## src/pkg/adcsc_pkg.sv

```systemverilog
package adcsc_pkg;

  // Register addresses
  localparam logic [4:0] ADDR_STATUS = 5'h00;
  localparam logic [4:0] ADDR_CONTROL_ONE  = 5'h01;
  localparam logic [4:0] ADDR_CONTROL_TWO  = 5'h02;
  localparam logic [4:0] ADDR_CONTROL_THREE  = 5'h03;
  localparam logic [4:0] ADDR_PINCTL = 5'h04;
  localparam logic [4:0] ADDR_DELAY  = 5'h05;
  localparam logic [4:0] ADDR_CMAP_U = 5'h06;
  localparam logic [4:0] ADDR_CMAP_L = 5'h07;
  localparam logic [4:0] ADDR_SEQCFG = 5'h08;
  localparam logic [4:0] ADDR_OUTDIR = 5'h09;
  localparam logic [4:0] ADDR_SOCAL  = 5'h0a;
  localparam logic [4:0] ADDR_SGCAL  = 5'h0b;
  localparam logic [4:0] ADDR_HOLE   = 5'h0c;
  localparam logic [4:0] ADDR_SCGCAL = 5'h0d;
  localparam logic [4:0] ADDR_RESULT_WORD_0  = 5'h0e;
  localparam logic [4:0] ADDR_RESULT_WORD_3  = 5'h11;

  // Writable register storage
  localparam int unsigned NUM_RW     = 12;
  localparam logic [3:0]  RW_IDX_SCG = 4'hb;
  localparam logic [1:0]  BYTES_ONE  = 2'h1;
  localparam logic [1:0]  BYTES_TWO  = 2'h2;
  localparam logic [1:0]  BYTES_WORD = 2'h3;
  localparam logic [23:0] REG_RESET  = 24'h000000;

  // Command byte fields
  localparam int unsigned CMD_START  = 7;
  localparam int unsigned CMD_FMT    = 6;
  localparam int unsigned CMD_MODE_L = 4;
  localparam int unsigned CMD_RATE_L = 0;
  localparam int unsigned CMD_ADDR_L = 1;
  localparam int unsigned CMD_RD     = 0;
  localparam logic [1:0]  MODE_CAL   = 2'h2;
  localparam logic [1:0]  MODE_SEQ   = 2'h3;

  // Power states
  localparam logic [1:0]  PWR_CONV   = 2'h0;
  localparam logic [1:0]  PWR_SLEEP  = 2'h1;
  localparam logic [1:0]  PWR_STBY   = 2'h2;

  // Status word bit positions
  localparam int unsigned ST_RDY     = 0;
  localparam int unsigned ST_BUSY    = 1;
  localparam int unsigned ST_PWR_L   = 2;
  localparam int unsigned ST_RATE_L  = 4;
  localparam int unsigned ST_AOR     = 8;
  localparam int unsigned ST_DOR     = 9;
  localparam int unsigned ST_SGOR    = 10;
  localparam int unsigned ST_ERR     = 11;
  localparam int unsigned ST_GPOC    = 12;
  localparam int unsigned ST_ORDF    = 13;
  localparam int unsigned ST_REF     = 14;
  localparam int unsigned ST_SCANF   = 15;
  localparam int unsigned ST_SRDY_L  = 16;
  localparam int unsigned ST_INRST   = 22;

  // Per-channel byte inside the channel map registers
  localparam int unsigned NUM_CH     = 6;
  localparam int unsigned CH_PER_MAP = 3;
  localparam int unsigned CHF_W      = 8;
  localparam int unsigned CHF_GPO_EN = 0;
  localparam int unsigned CHF_GPO_L  = 1;
  localparam int unsigned CHF_EN     = 3;
  localparam int unsigned CHF_ORD_L  = 4;
  localparam logic [2:0]  ORD_BAD_LO = 3'h0;
  localparam logic [2:0]  ORD_BAD_HI = 3'h7;
  localparam int unsigned SEQF_MODE_L = 2;

  typedef enum logic [1:0] {PH_IDLE, PH_CMD, PH_WRITE, PH_READ} adcsc_phase_e;

  // Levels and events coming from the converter core
  typedef struct packed {
    logic             conv_done;
    logic [2:0]       conv_ch;
    logic             mod_busy;
    logic [1:0]       pwr_state;
    logic             ain_over;
    logic             dout_over;
    logic             ref_ok;
    logic             in_reset;
    logic             cfg_bad;
    logic [3:0][23:0] result;
  } adcsc_core_s;

  typedef struct packed {
    adcsc_phase_e          phase;
    logic [4:0]            addr;
    logic [1:0]            bytes_left;
    logic [23:0]           accum;
    logic [23:0]           rd_shift;
    logic [7:0]            rd_byte;
    logic                  rd_valid;
    logic                  rdy;
    logic [5:0]            srdy;
    logic [3:0]            last_rate;
    logic                  scan_fault;
    logic [NUM_RW-1:0][23:0] regs;
    logic                  conv_req;
    logic [3:0]            conv_rate;
    logic [1:0]            conv_mode;
    logic                  wr_pulse;
    logic [23:0]           status;
  } adcsc_state_s;

endpackage

```

## src/design/adcsc_top.sv

```systemverilog
`timescale 1ns/10ps
`default_nettype none

// Notes on behaviour
// RULE1: Each transaction opens with a command byte, conversion or register access layout.
// RULE2: Conversion layout low four bits give the rate code for that conversion.
// RULE3: Conversion layout bits five..four: 10 requests calibration, 11 requests sequencing.
// RULE4: Host keeps bit six low for conversion commands.
// RULE5: Host sets bit seven of every command byte.
// RULE6: Status bit 0 shows a fresh result is ready.
// RULE7: Status bit 1 shows the modulator is busy measuring.
// RULE8: Status bits 3..2 give power state: 00 converting, 01 sleep, 10 standby.
// RULE9: Status bits 7..4 give rate code of last finished conversion.
// RULE10: Status bit 8 flags input above reference.
// RULE11: Status bit 9 flags result out of representable range.
// RULE12: Status bit 10 flags system gain calibration out of range.
// RULE13: Status bit 11 flags an invalid configuration combination.
// RULE14: Status bit 12 flags two channels driving the same output.
// RULE15: Status bit 13 flags shared sequence positions or position code 000/111.
// RULE16: Status bit 14 shows reference present, forced low in sleep or standby.
// RULE17: Status bit 15 flags scan with no channels or calibration invalid for scanning.
// RULE18: Status bits 21..16 are per-channel ready flags set by that channel.
// RULE19: Status bit 22 shows converter in reset; bit 23 reserved reads zero.
// RULE20: Status and result registers are read-only; writes change nothing.
// RULE21: Address 0x0c reads zero and ignores writes.
module adcsc_top #(
  parameter logic [23:0] SGC_MAX = 24'h7fffff  // Largest legal system gain value
) (
  input  wire logic                   CORE_CLK_I,       // 40 MHz clock
  input  wire logic                   RESETN_I,         // Synchronous reset, active low
  input  wire logic                   TXN_START_I,      // Bus transaction start pulse
  input  wire logic                   BYTE_VALID_I,     // Written byte strobe
  input  wire logic [7:0]             BYTE_I,           // Written byte
  input  wire logic                   RD_BYTE_REQ_I,    // Request next read byte
  input  wire adcsc_pkg::adcsc_core_s CORE_I,           // Converter core levels
  output logic [7:0]                  RD_BYTE_O,        // Read byte
  output logic                        RD_BYTE_VALID_O,  // Read byte valid pulse
  output logic                        CONV_REQ_O,       // Conversion command pulse
  output logic [3:0]                  CONV_RATE_O,      // Requested rate code
  output logic [1:0]                  CONV_MODE_O,      // Requested operation
  output logic                        REG_WR_O,         // Register committed pulse
  output logic [4:0]                  REG_WR_ADDR_O,    // Address of committed write
  output logic [23:0]                 REG_WR_DATA_O,    // Value of committed write
  output logic [23:0]                 STATUS_O          // Live status word
);
  import adcsc_pkg::*;

  adcsc_state_s s_r;
  adcsc_state_s s_nxt;

  // Writable register check, shared by read and write paths
  function automatic logic is_rw(input logic [4:0] a);
    is_rw = ((a >= ADDR_CONTROL_ONE) && (a <= ADDR_SGCAL)) || (a == ADDR_SCGCAL);
  endfunction

  // Storage slot of a writable register
  function automatic logic [3:0] rw_idx(input logic [4:0] a);
    rw_idx = (a == ADDR_SCGCAL) ? RW_IDX_SCG : 4'(a - ADDR_CONTROL_ONE);
  endfunction

  // Bytes moved for an address; zero for the hole and beyond the map
  function automatic logic [1:0] reg_bytes(input logic [4:0] a);
    if (a == ADDR_HOLE || a > ADDR_RESULT_WORD_3) begin
      reg_bytes = 2'h0;
    end else if (a == ADDR_DELAY) begin
      reg_bytes = BYTES_TWO;
    end else if ((a >= ADDR_CONTROL_ONE && a <= ADDR_PINCTL) || a == ADDR_SEQCFG ||
                 a == ADDR_OUTDIR) begin
      reg_bytes = BYTES_ONE;
    end else begin
      reg_bytes = BYTES_WORD;
    end
  endfunction

  // Byte of one channel from the two channel map words
  function automatic logic [7:0] chan_field(input adcsc_state_s st, input int unsigned ch);
    logic [23:0] map;
    map = (ch < CH_PER_MAP) ? st.regs[rw_idx(ADDR_CMAP_L)] : st.regs[rw_idx(ADDR_CMAP_U)];
    chan_field = map[(ch % CH_PER_MAP)*CHF_W +: CHF_W];
  endfunction

  // Channel map checks, recomputed every cycle from stored settings
  logic       gpo_conflict;
  logic       order_fault;
  logic       any_enabled;
  logic [7:0] fi;
  logic [7:0] fj;

  always_comb begin
    gpo_conflict = 1'b0;
    order_fault  = 1'b0;
    any_enabled  = 1'b0;
    fi           = 8'h00;
    fj           = 8'h00;
    for (int unsigned i = 0; i < NUM_CH; i++) begin
      fi = chan_field(s_r, i);
      if (fi[CHF_EN]) begin
        any_enabled = 1'b1;
        // Only enabled channels take part in the sequence
        if (fi[CHF_ORD_L +: 3] == ORD_BAD_LO || fi[CHF_ORD_L +: 3] == ORD_BAD_HI) begin
          order_fault = 1'b1;  // [RULE15]
        end
      end
      for (int unsigned j = i + 1; j < NUM_CH; j++) begin
        fj = chan_field(s_r, j);
        if (fi[CHF_GPO_EN] && fj[CHF_GPO_EN] &&
            fi[CHF_GPO_L +: 2] == fj[CHF_GPO_L +: 2]) begin
          gpo_conflict = 1'b1;  // [RULE14]
        end
        if (fi[CHF_EN] && fj[CHF_EN] && fi[CHF_ORD_L +: 3] == fj[CHF_ORD_L +: 3]) begin
          order_fault = 1'b1;  // [RULE15]
        end
      end
    end
  end

  // Status word assembled from core levels and own flags
  logic [23:0] status_now;
  logic [23:0] rd_value;
  logic [4:0]  cmd_addr;
  logic [23:0] wr_word;
  logic [23:0] seq_cfg;

  always_comb begin
    status_now                  = 24'h000000;  // Reserved bit 23 stays zero [RULE19]
    status_now[ST_RDY]          = s_r.rdy;  // [RULE6]
    status_now[ST_BUSY]         = CORE_I.mod_busy;  // [RULE7]
    status_now[ST_PWR_L +: 2]   = CORE_I.pwr_state;  // [RULE8]
    status_now[ST_RATE_L +: 4]  = s_r.last_rate;  // [RULE9]
    status_now[ST_AOR]          = CORE_I.ain_over;  // [RULE10]
    status_now[ST_DOR]          = CORE_I.dout_over;  // [RULE11]
    status_now[ST_SGOR]         = s_r.regs[rw_idx(ADDR_SGCAL)] > SGC_MAX;  // [RULE12]
    status_now[ST_ERR]          = CORE_I.cfg_bad;  // [RULE13]
    status_now[ST_GPOC]         = gpo_conflict;  // [RULE14]
    status_now[ST_ORDF]         = order_fault;  // [RULE15]
    status_now[ST_REF]          = CORE_I.ref_ok && (CORE_I.pwr_state == PWR_CONV);  // [RULE16]
    status_now[ST_SCANF]        = s_r.scan_fault;  // [RULE17]
    status_now[ST_SRDY_L +: 6]  = s_r.srdy;  // [RULE18]
    status_now[ST_INRST]        = CORE_I.in_reset;  // [RULE19]
  end

  // Read value of the addressed register, left aligned for MSB-first shifting
  always_comb begin
    cmd_addr = BYTE_I[CMD_ADDR_L +: 5];
    rd_value = 24'h000000;  // Hole and beyond the map read zero [RULE21]
    if (cmd_addr == ADDR_STATUS) begin
      rd_value = status_now;
    end else if (is_rw(cmd_addr)) begin
      rd_value = s_r.regs[rw_idx(cmd_addr)];
    end else if (cmd_addr >= ADDR_RESULT_WORD_0 && cmd_addr <= ADDR_RESULT_WORD_3) begin
      rd_value = CORE_I.result[2'(cmd_addr - ADDR_RESULT_WORD_0)];
    end
    case (reg_bytes(cmd_addr))
      BYTES_ONE: rd_value = {rd_value[7:0], 16'h0000};
      BYTES_TWO: rd_value = {rd_value[15:0], 8'h00};
      default:   rd_value = rd_value;
    endcase
    wr_word = {s_r.accum[15:0], BYTE_I};
    seq_cfg = s_r.regs[rw_idx(ADDR_SEQCFG)];
  end

  // Next-state logic for the whole block
  always_comb begin
    s_nxt          = s_r;
    s_nxt.conv_req = 1'b0;
    s_nxt.wr_pulse = 1'b0;
    s_nxt.rd_valid = 1'b0;
    s_nxt.status   = status_now;

    if (TXN_START_I) begin
      s_nxt.phase = PH_CMD;  // First byte of every transaction is a command [RULE1]
    end else if (BYTE_VALID_I) begin
      case (s_r.phase)
        PH_CMD: begin
          if (!BYTE_I[CMD_START]) begin
            s_nxt.phase = PH_IDLE;  // Command without start bit is dropped [RULE5]
          end else if (!BYTE_I[CMD_FMT]) begin
            // Conversion layout [RULE1] [RULE4]
            s_nxt.conv_req  = 1'b1;
            s_nxt.conv_rate = BYTE_I[CMD_RATE_L +: 4];  // [RULE2]
            s_nxt.conv_mode = BYTE_I[CMD_MODE_L +: 2];  // [RULE3]
            // Calibration while any sequencer mode is selected still pulses conv_req but raises the scan fault [RULE17]
            s_nxt.scan_fault =
              (BYTE_I[CMD_MODE_L +: 2] == MODE_SEQ && !any_enabled) ||
              (BYTE_I[CMD_MODE_L +: 2] == MODE_CAL && seq_cfg[SEQF_MODE_L +: 2] != 2'h0);
            s_nxt.phase = PH_IDLE;
          end else begin
            s_nxt.addr       = cmd_addr;
            s_nxt.bytes_left = reg_bytes(cmd_addr);
            s_nxt.accum      = 24'h000000;
            if (BYTE_I[CMD_RD]) begin
              s_nxt.rd_shift = rd_value;
              s_nxt.phase    = PH_READ;
              if (cmd_addr == ADDR_STATUS) begin
                // Reading status consumes the ready flags
                s_nxt.rdy  = 1'b0;
                s_nxt.srdy = 6'h00;
              end
            end else begin
              s_nxt.phase = PH_WRITE;
            end
          end
        end
        PH_WRITE: begin
          // Data bytes arrive MSB first; extra bytes fall away
          if (s_r.bytes_left != 2'h0) begin
            s_nxt.accum      = wr_word;
            s_nxt.bytes_left = s_r.bytes_left - 2'h1;
            if (s_r.bytes_left == 2'h1 && is_rw(s_r.addr)) begin
              // Read-only, hole and unmapped addresses never commit [RULE20] [RULE21]
              s_nxt.regs[rw_idx(s_r.addr)] = wr_word;
              s_nxt.wr_pulse = 1'b1;
            end
          end
        end
        default: begin
          s_nxt.phase = s_r.phase;
        end
      endcase
    end else if (RD_BYTE_REQ_I && s_r.phase == PH_READ) begin
      // Past the register width the block answers zero
      s_nxt.rd_valid = 1'b1;
      s_nxt.rd_byte  = (s_r.bytes_left != 2'h0) ? s_r.rd_shift[23:16] : 8'h00;
      s_nxt.rd_shift = {s_r.rd_shift[15:0], 8'h00};
      if (s_r.bytes_left != 2'h0) begin
        s_nxt.bytes_left = s_r.bytes_left - 2'h1;
      end
    end

    // Core events come last so a set beats a same-cycle clear
    if (CORE_I.conv_done) begin
      s_nxt.rdy       = 1'b1;  // [RULE6]
      s_nxt.last_rate = s_r.conv_rate;  // [RULE9]
      if (CORE_I.conv_ch < 3'(NUM_CH)) begin
        s_nxt.srdy[CORE_I.conv_ch] = 1'b1;  // [RULE18]
      end
    end
  end

  // State register
  always_ff @(posedge CORE_CLK_I) begin
    if (!RESETN_I) begin
      s_r <= '0;
    end else begin
      s_r <= s_nxt;
    end
  end

  // Outputs straight from the state flops
  assign RD_BYTE_O       = s_r.rd_byte;
  assign RD_BYTE_VALID_O = s_r.rd_valid;
  assign CONV_REQ_O      = s_r.conv_req;
  assign CONV_RATE_O     = s_r.conv_rate;
  assign CONV_MODE_O     = s_r.conv_mode;
  assign REG_WR_O        = s_r.wr_pulse;
  assign REG_WR_ADDR_O   = s_r.addr;
  assign REG_WR_DATA_O   = s_r.accum;
  assign STATUS_O        = s_r.status;

endmodule

`default_nettype wire

```

## config.mk

```make
export PLATFORM = sky130hd
export DESIGN_NAME = adcsc_top
export DESIGN_NICKNAME = d
export VERILOG_FILES = /design/src/pkg/adcsc_pkg.sv /design/src/design/adcsc_top.sv
export SDC_FILE = /design/constraint.sdc
export NUM_CORES = 1
export LEC_CHECK = 0
export BUFFER_PORTS_ARGS = -buffer_cell sky130_fd_sc_hd__buf_2
export CAP_MARGIN = 10
export CORE_UTILIZATION = 50
export DETAILED_ROUTE_END_ITERATION = 10
export HOLD_SLACK_MARGIN = 0.02
export PLACE_DENSITY = 0.77
export SLEW_MARGIN = 20
export SYNTH_ARGS = -nofsm -noshare
export SYNTH_HDL_FRONTEND = slang
export SYNTH_SLANG_ARGS = --single-unit
```

## constraint.sdc

```tcl
create_clock -name CORE_CLK_I -period 3.9 [get_ports CORE_CLK_I]
set_input_delay 0.195 -clock CORE_CLK_I [delete_from_list [all_inputs] [get_ports CORE_CLK_I]]
set_output_delay 0.195 -clock CORE_CLK_I [all_outputs]
set_load 0.01 [all_outputs]
```

Word level (Yosys, flattened, before mapping):

Index checks and enable logic that the tools add are counted.

* bits in registers: 398
* word-level logic and storage cells: 335

* $add $sub $neg: 4
* $lt $le $gt $ge: 16
* equality and inequality tests: 61
* mux-type cells: 96
* bitwise operators: 9
* reductions and logical operators: 119

Operators with widths (count)
* 288-bit bitwise mux: 1
* 24-bit 2-to-1 mux: 9
* 55-bit 2-to-1 mux: 2
* 24-bit binary-select mux with 4-bit select: 1
* 24-bit demux with 4-bit select: 1
* 1-bit logical AND: 71
* 7-bit 2-to-1 mux: 9
* 26-bit case mux with 2 select lines: 1
* 1-bit 2-to-1 mux: 51
* 24-bit binary-select mux with 2-bit select: 1
* 24-bit case mux with 2 select lines: 1
* 3-bit equality test: 15
* 33-bit 2-to-1 mux: 1
* 2-bit equality test: 15
* 26-bit 2-to-1 mux: 1
* 2-bit nonzero test: 13
* 5-bit by 4-bit equality test with 1-bit output, second input constant: 5
* 24-bit by 23-bit greater-than comparator with 1-bit output, second input constant: 1
* 2-bit 2-to-1 mux: 10
* 3-bit equality test, second input constant: 6
* 3-bit logical NOT: 6
* 5-bit AND reduction: 3
* 7-bit AND reduction: 2
* 1-bit logical OR: 12
* other kinds (39): 67

Logic depth before layout (Yosys ltp):

Gate-level depths: netlist of the first run.

* depth in word-level cells: 37
* gate-level depth with buffers: 16
* gate-level depth less buffers: 9

Worst setup path before layout of the first run:

OpenSTA, ideal clock, no wires.

* path type: input -> register
* start point: input BYTE_I[2]
* end point: register s_r[359] (netlist bit)
* arrival: 3.180 ns
* path slack: 0.645 ns
* stages: 13
* buffers on the path: 4
* cells stage by stage: buf_2 buf_1 buf_1 inv_1 ha_1 buf_6 or4b_4 a21oi_2 o21bai_2 or2_4 or4_1 o31a_1 a31oi_1

* longest elaborated chain between the ends: 14
* elaborated cells between the ends (all ways): 40
* those cells by class: add/sub: 2; order compare: 6; eq/ne: 7; mux: 17; reduce/logical: 8

Ends and longest elaborated chain
* from (decl): RTL line adcsc_top.sv:33 `input wire logic [7:0] BYTE_I,`
* parallel branches: the longest is 8 deep, another holds 4-bit by 1-bit subtractor with 4-bit output
* 24-bit case mux with 2 select lines (*): RTL line adcsc_top.sv:153 `case (reg_bytes(cmd_addr))`
* 24-bit 2-to-1 mux (*): RTL line adcsc_top.sv:191 `if (BYTE_I[CMD_RD]) begin`
* 55-bit 2-to-1 mux (*): RTL line adcsc_top.sv:177 `end else if (!BYTE_I[CMD_FMT]) begin`
* 55-bit 2-to-1 mux (*): RTL line adcsc_top.sv:175 `if (!BYTE_I[CMD_START]) begin`
* 24-bit 2-to-1 mux (*): RTL line adcsc_top.sv:173 `case (s_r.phase)`
* 24-bit 2-to-1 mux (*): RTL line adcsc_top.sv:172 `end else if (BYTE_VALID_I) begin`
* to (signal assigned): RTL line adcsc_top.sv:245 `s_r <= s_nxt;`
* to (decl): RTL line adcsc_top.sv:48 `adcsc_state_s s_r;`

Every way passes the cells marked *. The select of a mux whose other input is x is not followed.
A chain may end at the register's enable or synchronous reset.

Worst setup path in the final report of the first run:

* start point: register s_r[389] (netlist bit)
* end point: register s_r[74] (netlist bit)

* longest elaborated chain between the ends: 3
* elaborated cells between the ends (all ways): 4
* those cells by class: eq/ne: 1; reduce/logical: 3

Ends and longest elaborated chain
* 2-bit by 1-bit equality test with 1-bit output: RTL line adcsc_top.sv:209 `if (s_r.bytes_left == 2'h1 && is_rw(s_r.addr)) begin`
* 1-bit logical AND: RTL line adcsc_top.sv:209
* 5-bit AND reduction (no source line) (*)

Every way passes the cells marked *; elsewhere a longest branch is shown, timed or not.

==> flow_results.xml, run 1 <==
<?xml version="1.0" encoding="UTF-8"?>
<metrics>
  <group name="drt">
    <metric name="finalWirelength" unit="mm">71.3</metric>
    <metric name="dr.pass1.iters" unit="">6</metric>
    <metric name="drcViolationCount" unit="">0</metric>
    <metric name="via_count" unit="">19200</metric>
    <metric name="ant_nets" unit="">0</metric>
    <metric name="post_drt_wl_per_cell" unit="microns">23.9</metric>
    <metric name="detail_route.vias_per_cell" unit="">6.41</metric>
    <metric name="drt_first_iter_violations" unit="">2465</metric>
  </group>
  <group name="logic_synthesis">
    <metric name="post_syn_area" unit="sq mm">0.0207</metric>
    <metric name="synth_enable_flop_cells" unit="">0</metric>
    <metric name="yosys_top_cell_area_share" unit="%">38.4</metric>
    <metric name="number_of_storage_elements_in_the_synthesis_netlist" unit="">397</metric>
    <metric name="postSynthCellCount" unit="">2406</metric>
    <metric name="yosysUniqueCellTypes" unit="">88</metric>
    <metric name="synth.yosys.seq_area_share" unit="%">38.4</metric>
    <metric name="synth_nets" unit="">2537</metric>
    <metric name="postSynth.asyncResetShare" unit="%">0</metric>
    <metric name="synth_top_cells_by_area" unit="">sky130_fd_sc_hd__dfxtp_1 (38%), sky130_fd_sc_hd__mux2i_1 (13%), sky130_fd_sc_hd__nor2_1 (5.5%)</metric>
    <metric name="yosysWarningCount" unit="">0</metric>
    <metric name="synthesis.area_per_instance" unit="sq um">8.59</metric>
    <metric name="synthFlopType" unit="">sky130_fd_sc_hd__dfxtp_1</metric>
    <metric name="synth_area_leader_cell" unit="">sky130_fd_sc_hd__dfxtp_1</metric>
  </group>
  <group name="timing">
    <metric name="fin_tns_setup" unit="ns">0</metric>
    <metric name="fmax" unit="GHz">0.304</metric>
    <metric name="min_cycle_time_layout" unit="ns">3.29</metric>
    <metric name="holdWs" unit="ns">0.0952</metric>
    <metric name="final_hold_viol_count" unit="">0</metric>
    <metric name="report.final.slew_viol_count" unit="">0</metric>
    <metric name="timing.slew.headroom" unit="%">21.4</metric>
    <metric name="grt_setup_unrepaired" unit="">false</metric>
    <metric name="timing.final.setup_violations" unit="">0</metric>
    <metric name="post-route-period-util" unit="%">84.3</metric>
    <metric name="skew" unit="ns">0.0256</metric>
    <metric name="max_slew.worst_pin.slew" unit="ns">1.18</metric>
  </group>
  <group name="place">
    <metric name="place.gp.congestion" unit="">1.02</metric>
    <metric name="dp.final_hpwl" unit="mm">47.3</metric>
    <metric name="placement.cell_area" unit="sq mm">0.0213</metric>
    <metric name="numPortBuffers" unit="">189</metric>
  </group>
  <group name="critical_path">
    <metric name="timing.critical_path.slowest_cell_delay" unit="ns">1.02</metric>
    <metric name="worst-path-buf-inv" unit="">1</metric>
    <metric name="crit_path_top_delay_cell" unit="">sky130_fd_sc_hd__nor2_2</metric>
    <metric name="critical-path-top-delay-family" unit="">simple AND/OR/NAND/NOR gates</metric>
    <metric name="startpoint_type" unit="">register</metric>
    <metric name="critical_path.max_fanout" unit="">24</metric>
    <metric name="crit_path_dat" unit="ns">3.77</metric>
    <metric name="kind_of_capture_point_of_the_worst_setup_path" unit="">register</metric>
    <metric name="timing_worst_setup_path_type" unit="">register to register</metric>
    <metric name="crit_path_start" unit="">s_r[389]</metric>
    <metric name="crit_required" unit="ns">4.38</metric>
    <metric name="crit_path_cell_trace" unit="">inv_1 &gt; ha_1 &gt; and4bb_1 &gt; and4_1 &gt; nand4_1 &gt; nor2_2 &gt; nand2_1 &gt; a21oi_1</metric>
    <metric name="worstReg2RegStart" unit="">s_r[389]</metric>
  </group>
  <group name="pwr">
    <metric name="cellLeakagePower" unit="nW">9.03</metric>
    <metric name="pwr_density_cell" unit="mW/mm^2">400</metric>
    <metric name="peakVddDrop" unit="uV">347</metric>
  </group>
  <group name="floorplanning">
    <metric name="floorplan_die_area" unit="sq mm">0.0422</metric>
    <metric name="core" unit="sq mm">0.0408</metric>
    <metric name="total_number_of_placement_rows" unit="">74</metric>
    <metric name="floorplan.initialDensity" unit="%">50.6</metric>
    <metric name="design.portCount" unit="">191</metric>
    <metric name="die_boundary_width" unit="microns">205</metric>
    <metric name="die_height" unit="microns">205</metric>
  </group>
  <group name="cts">
    <metric name="cts-root-buf" unit="">sky130_fd_sc_hd__clkbuf_16</metric>
    <metric name="tritoncts.num_buffers" unit="">43</metric>
    <metric name="clock-sinks" unit="">397</metric>
    <metric name="cts-htree-levels" unit="">2</metric>
    <metric name="path_clk_slew" unit="ns">0.06</metric>
    <metric name="postCtsSetupBuffers" unit="">0</metric>
    <metric name="tritoncts" unit="">done</metric>
    <metric name="clock_latency" unit="ns">0.57</metric>
    <metric name="cts_resized" unit="">0</metric>
    <metric name="postCtsHoldBufs" unit="">14</metric>
    <metric name="cts_max_path_buffers" unit="">3</metric>
  </group>
  <group name="min_path">
    <metric name="min-delay-path-class" unit="">primary input to register</metric>
    <metric name="hold_start" unit="">CORE_I[107]</metric>
  </group>
  <group name="layout">
    <metric name="final_layout_size_suffix_gt1_share" unit="%">17.1</metric>
    <metric name="fillCellCount" unit="">3510</metric>
    <metric name="area_growth" unit="%">11.0</metric>
    <metric name="design_area" unit="sq mm">0.0229</metric>
    <metric name="final_net_count" unit="">2552</metric>
    <metric name="final_core_util" unit="%">56.2</metric>
  </group>
  <group name="global_routing">
    <metric name="globalRoute.totalOverflow" unit="">0</metric>
    <metric name="number_of_antenna_violations_at_the_first_check_in_global_routing" unit="">1</metric>
    <metric name="number_of_global_route_vias_before_repair" unit="">17600</metric>
    <metric name="grt_first_pass_wirelength" unit="mm">106</metric>
    <metric name="grt_max_degree" unit="">166</metric>
    <metric name="track_usage" unit="%">32.8</metric>
  </group>
  <group name="job">
    <metric name="max_cap_viol_count" unit="">0</metric>
  </group>
  <group name="status">
    <metric name="run_status" unit="">finished, final reports clean</metric>
  </group>
</metrics>
-- cells by family after synthesis --
logic type | share of synthesized area [%]
simple gates | 16.1
compound gates | 17.2
flops | 38.4
buf+inv | 7.90
mux | 17.0
xor+xnor | 2.80
fa+ha+maj | 0.605
other cells | 0.0181
-- metrics by stage --
stage	instances	worst slack, ns	power [mW]
floorplan	2406	0.645	4.64
global placement	2894	0.853	4.93
detailed placement	2894	0.704	4.94
CTS	2986	0.717	9.15
global route	2987	0.477	9.38
finish	2987	0.612	9.19
-- cell type report --
cell class | instances | area, sq um | area share [%]
diodes | 1 | 2.50 | 0.0109
clock buffers | 54 | 1170 | 5.09
well taps | 532 | 666 | 2.90
repair buffers | 270 | 1630 | 7.10
clock inverters | 24 | 299 | 1.30
inverters | 21 | 86.3 | 0.376
multi-input cells | 1688 | 11200 | 48.6
flip-flops and latches | 397 | 7950 | 34.6
-- worst reg2reg max path, delay by kind of cell (launching register included) --
| family | cells | cell delay [ns] |
|---|---|---|
| simple gates | 5 | 2.24 |
| compound gates | 1 | 0.17 |
| fa+ha+maj | 1 | 0.36 |
| flops | 1 | 0.37 |
| buf+inv | 1 | 0.07 |
-- placed cells by master, fill, tap and decap left out, drive strengths merged, types with 25 or more instances in the layout --
master  Yosys  routed
buf       164     256
nor2      314     314
and2       25      25
mux2       32      32
mux2i     261     261
nand4      29      29
o21ai     144     144
a31oi      28      28
nand3      59      59
xnor2      60      60
clkbuf    136      54
dfxtp     397     397
nand2     181     181
a21oi     196     196
-- sequential cells by signal (all words and copies together) (netlist names) --
signal,count
s_r,284
REG_WR_DATA_O,24
seq_cfg,24
STATUS_O,23
s_nxt,12
RD_BYTE_O,8
fi,8
REG_WR_ADDR_O,5
CONV_RATE_O,4
CONV_MODE_O,2
CONV_REQ_O,1
RD_BYTE_VALID_O,1
REG_WR_O,1
-- cell usage after synthesis (27+ instances only) --
library cell / number
sky130_fd_sc_hd__nor2_1: 305
sky130_fd_sc_hd__clkbuf_1: 136
sky130_fd_sc_hd__buf_4: 78
sky130_fd_sc_hd__nand2_1: 181
sky130_fd_sc_hd__o21ai_0: 142
sky130_fd_sc_hd__a21oi_1: 193
sky130_fd_sc_hd__buf_2: 61
sky130_fd_sc_hd__dfxtp_1: 397
sky130_fd_sc_hd__nand3_1: 59
sky130_fd_sc_hd__mux2i_1: 261
sky130_fd_sc_hd__nand4_1: 29
sky130_fd_sc_hd__mux2_2: 32
sky130_fd_sc_hd__a31oi_1: 27
sky130_fd_sc_hd__xnor2_1: 60
-- layer usage --
layer	GRT usage, %	part of all wire [%]
met1	45.1	40
met2	49.2	44
met3	7.25	12
met4	13.8	4.2
met5	0.595	0
-- power breakdown --
part | internal [mW] | switching [mW]
sequential | 4.07 | 0.00972
combinational | 0.281 | 0.547
clock | 2.53 | 1.75
-- worst paths after layout --
path                  endpoint  slack, ns  cells after the start
min                   s_nxt[5]        0.1                      3
max                    s_r[74]       0.61                      8
min reg2reg  REG_WR_DATA_O[19]       0.46                      2
max reg2reg            s_r[74]       0.61                      8
Note: power is estimated with default switching activity, not from simulation.
==> inputs of run 2 (changes only) <==
--- a/config.mk
+++ b/config.mk
@@ -5,6 +5,7 @@
 export SDC_FILE = /design/constraint.sdc
 export NUM_CORES = 1
 export LEC_CHECK = 0
+export ABC_AREA = 1
 export BUFFER_PORTS_ARGS = -buffer_cell sky130_fd_sc_hd__buf_2
 export CAP_MARGIN = 10
 export CORE_UTILIZATION = 50
==> constraint.sdc (replaced) <==
create_clock -name CORE_CLK_I -period 3.4 [get_ports CORE_CLK_I]
set_input_delay 0.17 -clock CORE_CLK_I [delete_from_list [all_inputs] [get_ports CORE_CLK_I]]
set_output_delay 0.17 -clock CORE_CLK_I [all_outputs]
set_load 0.01 [all_outputs]
==> run 2 against run 1 <==
Net effect:
- clock skew is 0.0063 ns higher
- flip-flop and latch count stayed put
- via count is 11% higher
- critical path type is now primary input to register
- critical endpoint is now s_r[358]
- largest power group unchanged
==> flow_results.xml, run 2 <==
<?xml version="1.0" encoding="UTF-8"?>
<metrics>
  <group name="cts">
    <metric name="cts_resized" unit="">0</metric>
    <metric name="clock_latency" unit="ns">0.57</metric>
    <metric name="clock-sinks" unit="">397</metric>
    <metric name="cts-htree-levels" unit="">2</metric>
    <metric name="tritoncts" unit="">done</metric>
    <metric name="tritoncts.num_buffers" unit="">43</metric>
    <metric name="path_clk_slew" unit="ns">0.06</metric>
    <metric name="cts-root-buf" unit="">sky130_fd_sc_hd__clkbuf_16</metric>
    <metric name="postCtsSetupBuffers" unit="">0</metric>
    <metric name="cts_max_path_buffers" unit="">3</metric>
  </group>
  <group name="critical_path">
    <metric name="setup.reg_to_reg.worst_slack" unit="ns">0.60</metric>
    <metric name="kind_of_capture_point_of_the_worst_setup_path" unit="">register</metric>
    <metric name="capture_point_of_the_worst_reg_to_reg_path" unit="">fi[1]</metric>
    <metric name="crit_path_start" unit="">BYTE_I[3]</metric>
    <metric name="startpoint_type" unit="">primary input</metric>
    <metric name="worstReg2RegStart" unit="">REG_WR_ADDR_O[0]</metric>
    <metric name="timing.reg2reg.worst_path_depth" unit="">9</metric>
    <metric name="timing_worst_setup_path_type" unit="">primary input to register</metric>
    <metric name="crit_path_dat" unit="ns">3.26</metric>
    <metric name="crit_required" unit="ns">3.85</metric>
    <metric name="critical_path.max_fanout" unit="">41</metric>
  </group>
  <group name="logic_synthesis">
    <metric name="synthesis.area_per_instance" unit="sq um">6.82</metric>
    <metric name="synth_nets" unit="">3307</metric>
    <metric name="synth_enable_flop_cells" unit="">0</metric>
    <metric name="ys_top_cells_by_count" unit="">sky130_fd_sc_hd__nand2_1 (628), sky130_fd_sc_hd__nor2_1 (405), sky130_fd_sc_hd__dfxtp_1 (397), sky130_fd_sc_hd__inv_1 (353), sky130_fd_sc_hd__nand3_1 (249)</metric>
    <metric name="postSynthCellCount" unit="">3176</metric>
    <metric name="yosysWarningCount" unit="">0</metric>
    <metric name="post_syn_area" unit="sq mm">0.0217</metric>
    <metric name="yosysUniqueCellTypes" unit="">39</metric>
    <metric name="yosys_top_cell_area_share" unit="%">36.7</metric>
    <metric name="synth.yosys.seq_area_share" unit="%">36.7</metric>
    <metric name="synth_top_cells_by_area" unit="">sky130_fd_sc_hd__dfxtp_1 (37%), sky130_fd_sc_hd__nand2_1 (11%), sky130_fd_sc_hd__nor2_1 (7.0%)</metric>
    <metric name="postSynth.asyncResetShare" unit="%">0</metric>
    <metric name="synth_area_leader_cell" unit="">sky130_fd_sc_hd__dfxtp_1</metric>
    <metric name="number_of_storage_elements_in_the_synthesis_netlist" unit="">397</metric>
    <metric name="synthFlopType" unit="">sky130_fd_sc_hd__dfxtp_1</metric>
    <metric name="yosys.cell_count.top_type" unit="">sky130_fd_sc_hd__nand2_1</metric>
  </group>
  <group name="floorplanning">
    <metric name="core" unit="sq mm">0.0423</metric>
    <metric name="total_number_of_placement_rows" unit="">75</metric>
    <metric name="die_boundary_width" unit="microns">210</metric>
    <metric name="floorplan_die_area" unit="sq mm">0.0441</metric>
    <metric name="die_height" unit="microns">210</metric>
    <metric name="floorplan.initialDensity" unit="%">51.2</metric>
    <metric name="design.portCount" unit="">191</metric>
  </group>
  <group name="layout">
    <metric name="final-instance-count-excl-fill" unit="">3783</metric>
    <metric name="mostFrequentLayoutCell" unit="">sky130_fd_sc_hd__nand2_1</metric>
    <metric name="final_cell_mix" unit="">sky130_fd_sc_hd__nand2_1 (622), sky130_fd_sc_hd__nor2_1 (402), sky130_fd_sc_hd__dfxtp_1 (397), sky130_fd_sc_hd__inv_1 (353), sky130_fd_sc_hd__nand3_1 (247)</metric>
    <metric name="antennaDiodeCount" unit="">0</metric>
    <metric name="area_growth" unit="%">10.7</metric>
    <metric name="fillCellCount" unit="">3911</metric>
    <metric name="final_layout_size_suffix_gt1_share" unit="%">14.9</metric>
    <metric name="multi_input_comb_area" unit="sq mm">0.0108</metric>
    <metric name="largest_register" unit="">s_r</metric>
    <metric name="ff_latch_area" unit="sq mm">0.00795</metric>
    <metric name="final_net_count" unit="">3304</metric>
    <metric name="design_area" unit="sq mm">0.0240</metric>
    <metric name="largest_reg_flops" unit="">284</metric>
  </group>
  <group name="timing">
    <metric name="final_hold_viol_count" unit="">0</metric>
    <metric name="timing.slew.headroom" unit="%">24.5</metric>
    <metric name="fmax" unit="GHz">0.355</metric>
    <metric name="fin_tns_setup" unit="ns">0</metric>
    <metric name="holdWs" unit="ns">0.0667</metric>
    <metric name="min_cycle_time_layout" unit="ns">2.82</metric>
    <metric name="post-route-period-util" unit="%">82.8</metric>
    <metric name="grt_setup_unrepaired" unit="">false</metric>
    <metric name="max_slew.worst_pin.slew" unit="ns">1.13</metric>
    <metric name="timing.final.setup_violations" unit="">0</metric>
    <metric name="skew" unit="ns">0.0320</metric>
    <metric name="report.final.slew_viol_count" unit="">0</metric>
  </group>
  <group name="drt">
    <metric name="finalWirelength" unit="mm">71.1</metric>
    <metric name="drcViolationCount" unit="">0</metric>
    <metric name="post_drt_wl_per_cell" unit="microns">18.8</metric>
    <metric name="dr.pass1.iters" unit="">8</metric>
    <metric name="drt_first_iter_violations" unit="">2695</metric>
    <metric name="detail_route.vias_per_cell" unit="">5.64</metric>
    <metric name="via_count" unit="">21300</metric>
    <metric name="ant_nets" unit="">0</metric>
  </group>
  <group name="global_routing">
    <metric name="number_of_global_route_vias_before_repair" unit="">19100</metric>
    <metric name="grt_first_pass_wirelength" unit="mm">110</metric>
    <metric name="number_of_antenna_violations_at_the_first_check_in_global_routing" unit="">0</metric>
    <metric name="globalRoute.totalOverflow" unit="">0</metric>
    <metric name="track_usage" unit="%">31.5</metric>
    <metric name="grt_max_degree" unit="">107</metric>
  </group>
  <group name="min_path">
    <metric name="min-delay-path-class" unit="">primary input to register</metric>
    <metric name="hold_depth" unit="">3</metric>
    <metric name="timing.hold.worst_endpoint" unit="">s_r[183]</metric>
    <metric name="hold_start" unit="">BYTE_I[7]</metric>
  </group>
  <group name="pwr">
    <metric name="cellLeakagePower" unit="nW">9.93</metric>
    <metric name="pwr_density_cell" unit="mW/mm^2">452</metric>
    <metric name="peakVddDrop" unit="uV">381</metric>
  </group>
  <group name="status">
    <metric name="run_status" unit="">finished, final reports clean</metric>
  </group>
  <group name="place">
    <metric name="place_inst" unit="">3687</metric>
    <metric name="numPortBuffers" unit="">189</metric>
    <metric name="place.gp.congestion" unit="">0.999</metric>
    <metric name="dp.final_hpwl" unit="mm">46.6</metric>
    <metric name="placement.cell_area" unit="sq mm">0.0223</metric>
  </group>
  <group name="job">
    <metric name="max_cap_viol_count" unit="">0</metric>
  </group>
</metrics>
## run 2: kinds of logic (layout without fill, tap and decap cells)
| family | after synthesis | in the layout | synth area share (%) |
|---|---|---|---|
| AND/OR/NAND/NOR | 1330 | 1330 | 25.1 |
| AO/OA/AOI/OAI | 743 | 743 | 23.2 |
| buffers and inverters | 682 | 712 | 13.9 |
| flip-flops | 397 | 397 | 36.7 |
| XOR/XNOR | 13 | 13 | 0.526 |
| adder cells (fa/ha/maj) | 10 | 10 | 0.578 |
| other | 1 | 1 | 0.0173 |
## run 2: worst max-delay path, cell delays in order
cell                            delay [ns]
sky130_fd_sc_hd__dlygate4sd3_1        0.53
sky130_fd_sc_hd__buf_2                0.20
sky130_fd_sc_hd__nand2_1              0.12
sky130_fd_sc_hd__inv_1                0.06
sky130_fd_sc_hd__nand2_1              0.23
sky130_fd_sc_hd__nand2_4              0.28
sky130_fd_sc_hd__inv_1                0.19
sky130_fd_sc_hd__buf_12               0.27
sky130_fd_sc_hd__o21ai_0              0.12
sky130_fd_sc_hd__o21ai_0              0.30
sky130_fd_sc_hd__nand2_1              0.18
sky130_fd_sc_hd__nand3_1              0.20
sky130_fd_sc_hd__nand2_1              0.11
sky130_fd_sc_hd__nand3_1              0.08
sky130_fd_sc_hd__nand3_1              0.09
sky130_fd_sc_hd__nand2_1              0.06
sky130_fd_sc_hd__a21oi_1              0.06
## run 2: metrics by stage
stage	setup WS [ns]	power [mW]	util (%)
floorplan	0.968	5.47	-
global placement	0.520	5.85	52.7
detailed placement	0.509	5.85	52.7
CTS	0.648	10.8	56.7
global route	0.352	11.1	56.7
finish	0.584	10.8	56.7
## run 2: layout make-up
cell class	count	share of cell area, %
well taps	577	3.01
flip-flops and latches	397	33.1
inverters	367	5.78
clock inverters	18	1.11
multi-input cells	2097	44.8
repair buffers	267	6.96
clock buffers	60	5.18
## run 2: how the worst max path moves through the flow
stage	endpoint	slack, ns	depth (start not counted)
6_report	s_r[358]	0.58	17
5_1_grt	fi[0]	0.35	10
4_1_cts	fi[1]	0.65	10
3_5_place_dp	s_r[358]	0.51	17
3_3_place_gp	s_r[358]	0.52	17
2_1_floorplan	s_r[362]	0.97	17
## run 2: routing by layer
layer  global-route usage [%]  wire, microns
met3                     7.11           7800
met5                        0              0
met2                     47.4          31300
met4                     12.5           2550
met1                     43.5          29500
## run 2: power breakdown
part,internal (mW),switching (mW)
combinational,0.337,0.786
clock,3.01,2.01
sequential,4.67,0.0125
## run 2: timing repair
action	CTS	global route
setup endpoints to repair	0	0
endpoints found under the hold margin	23	0
hold buffers	18	0
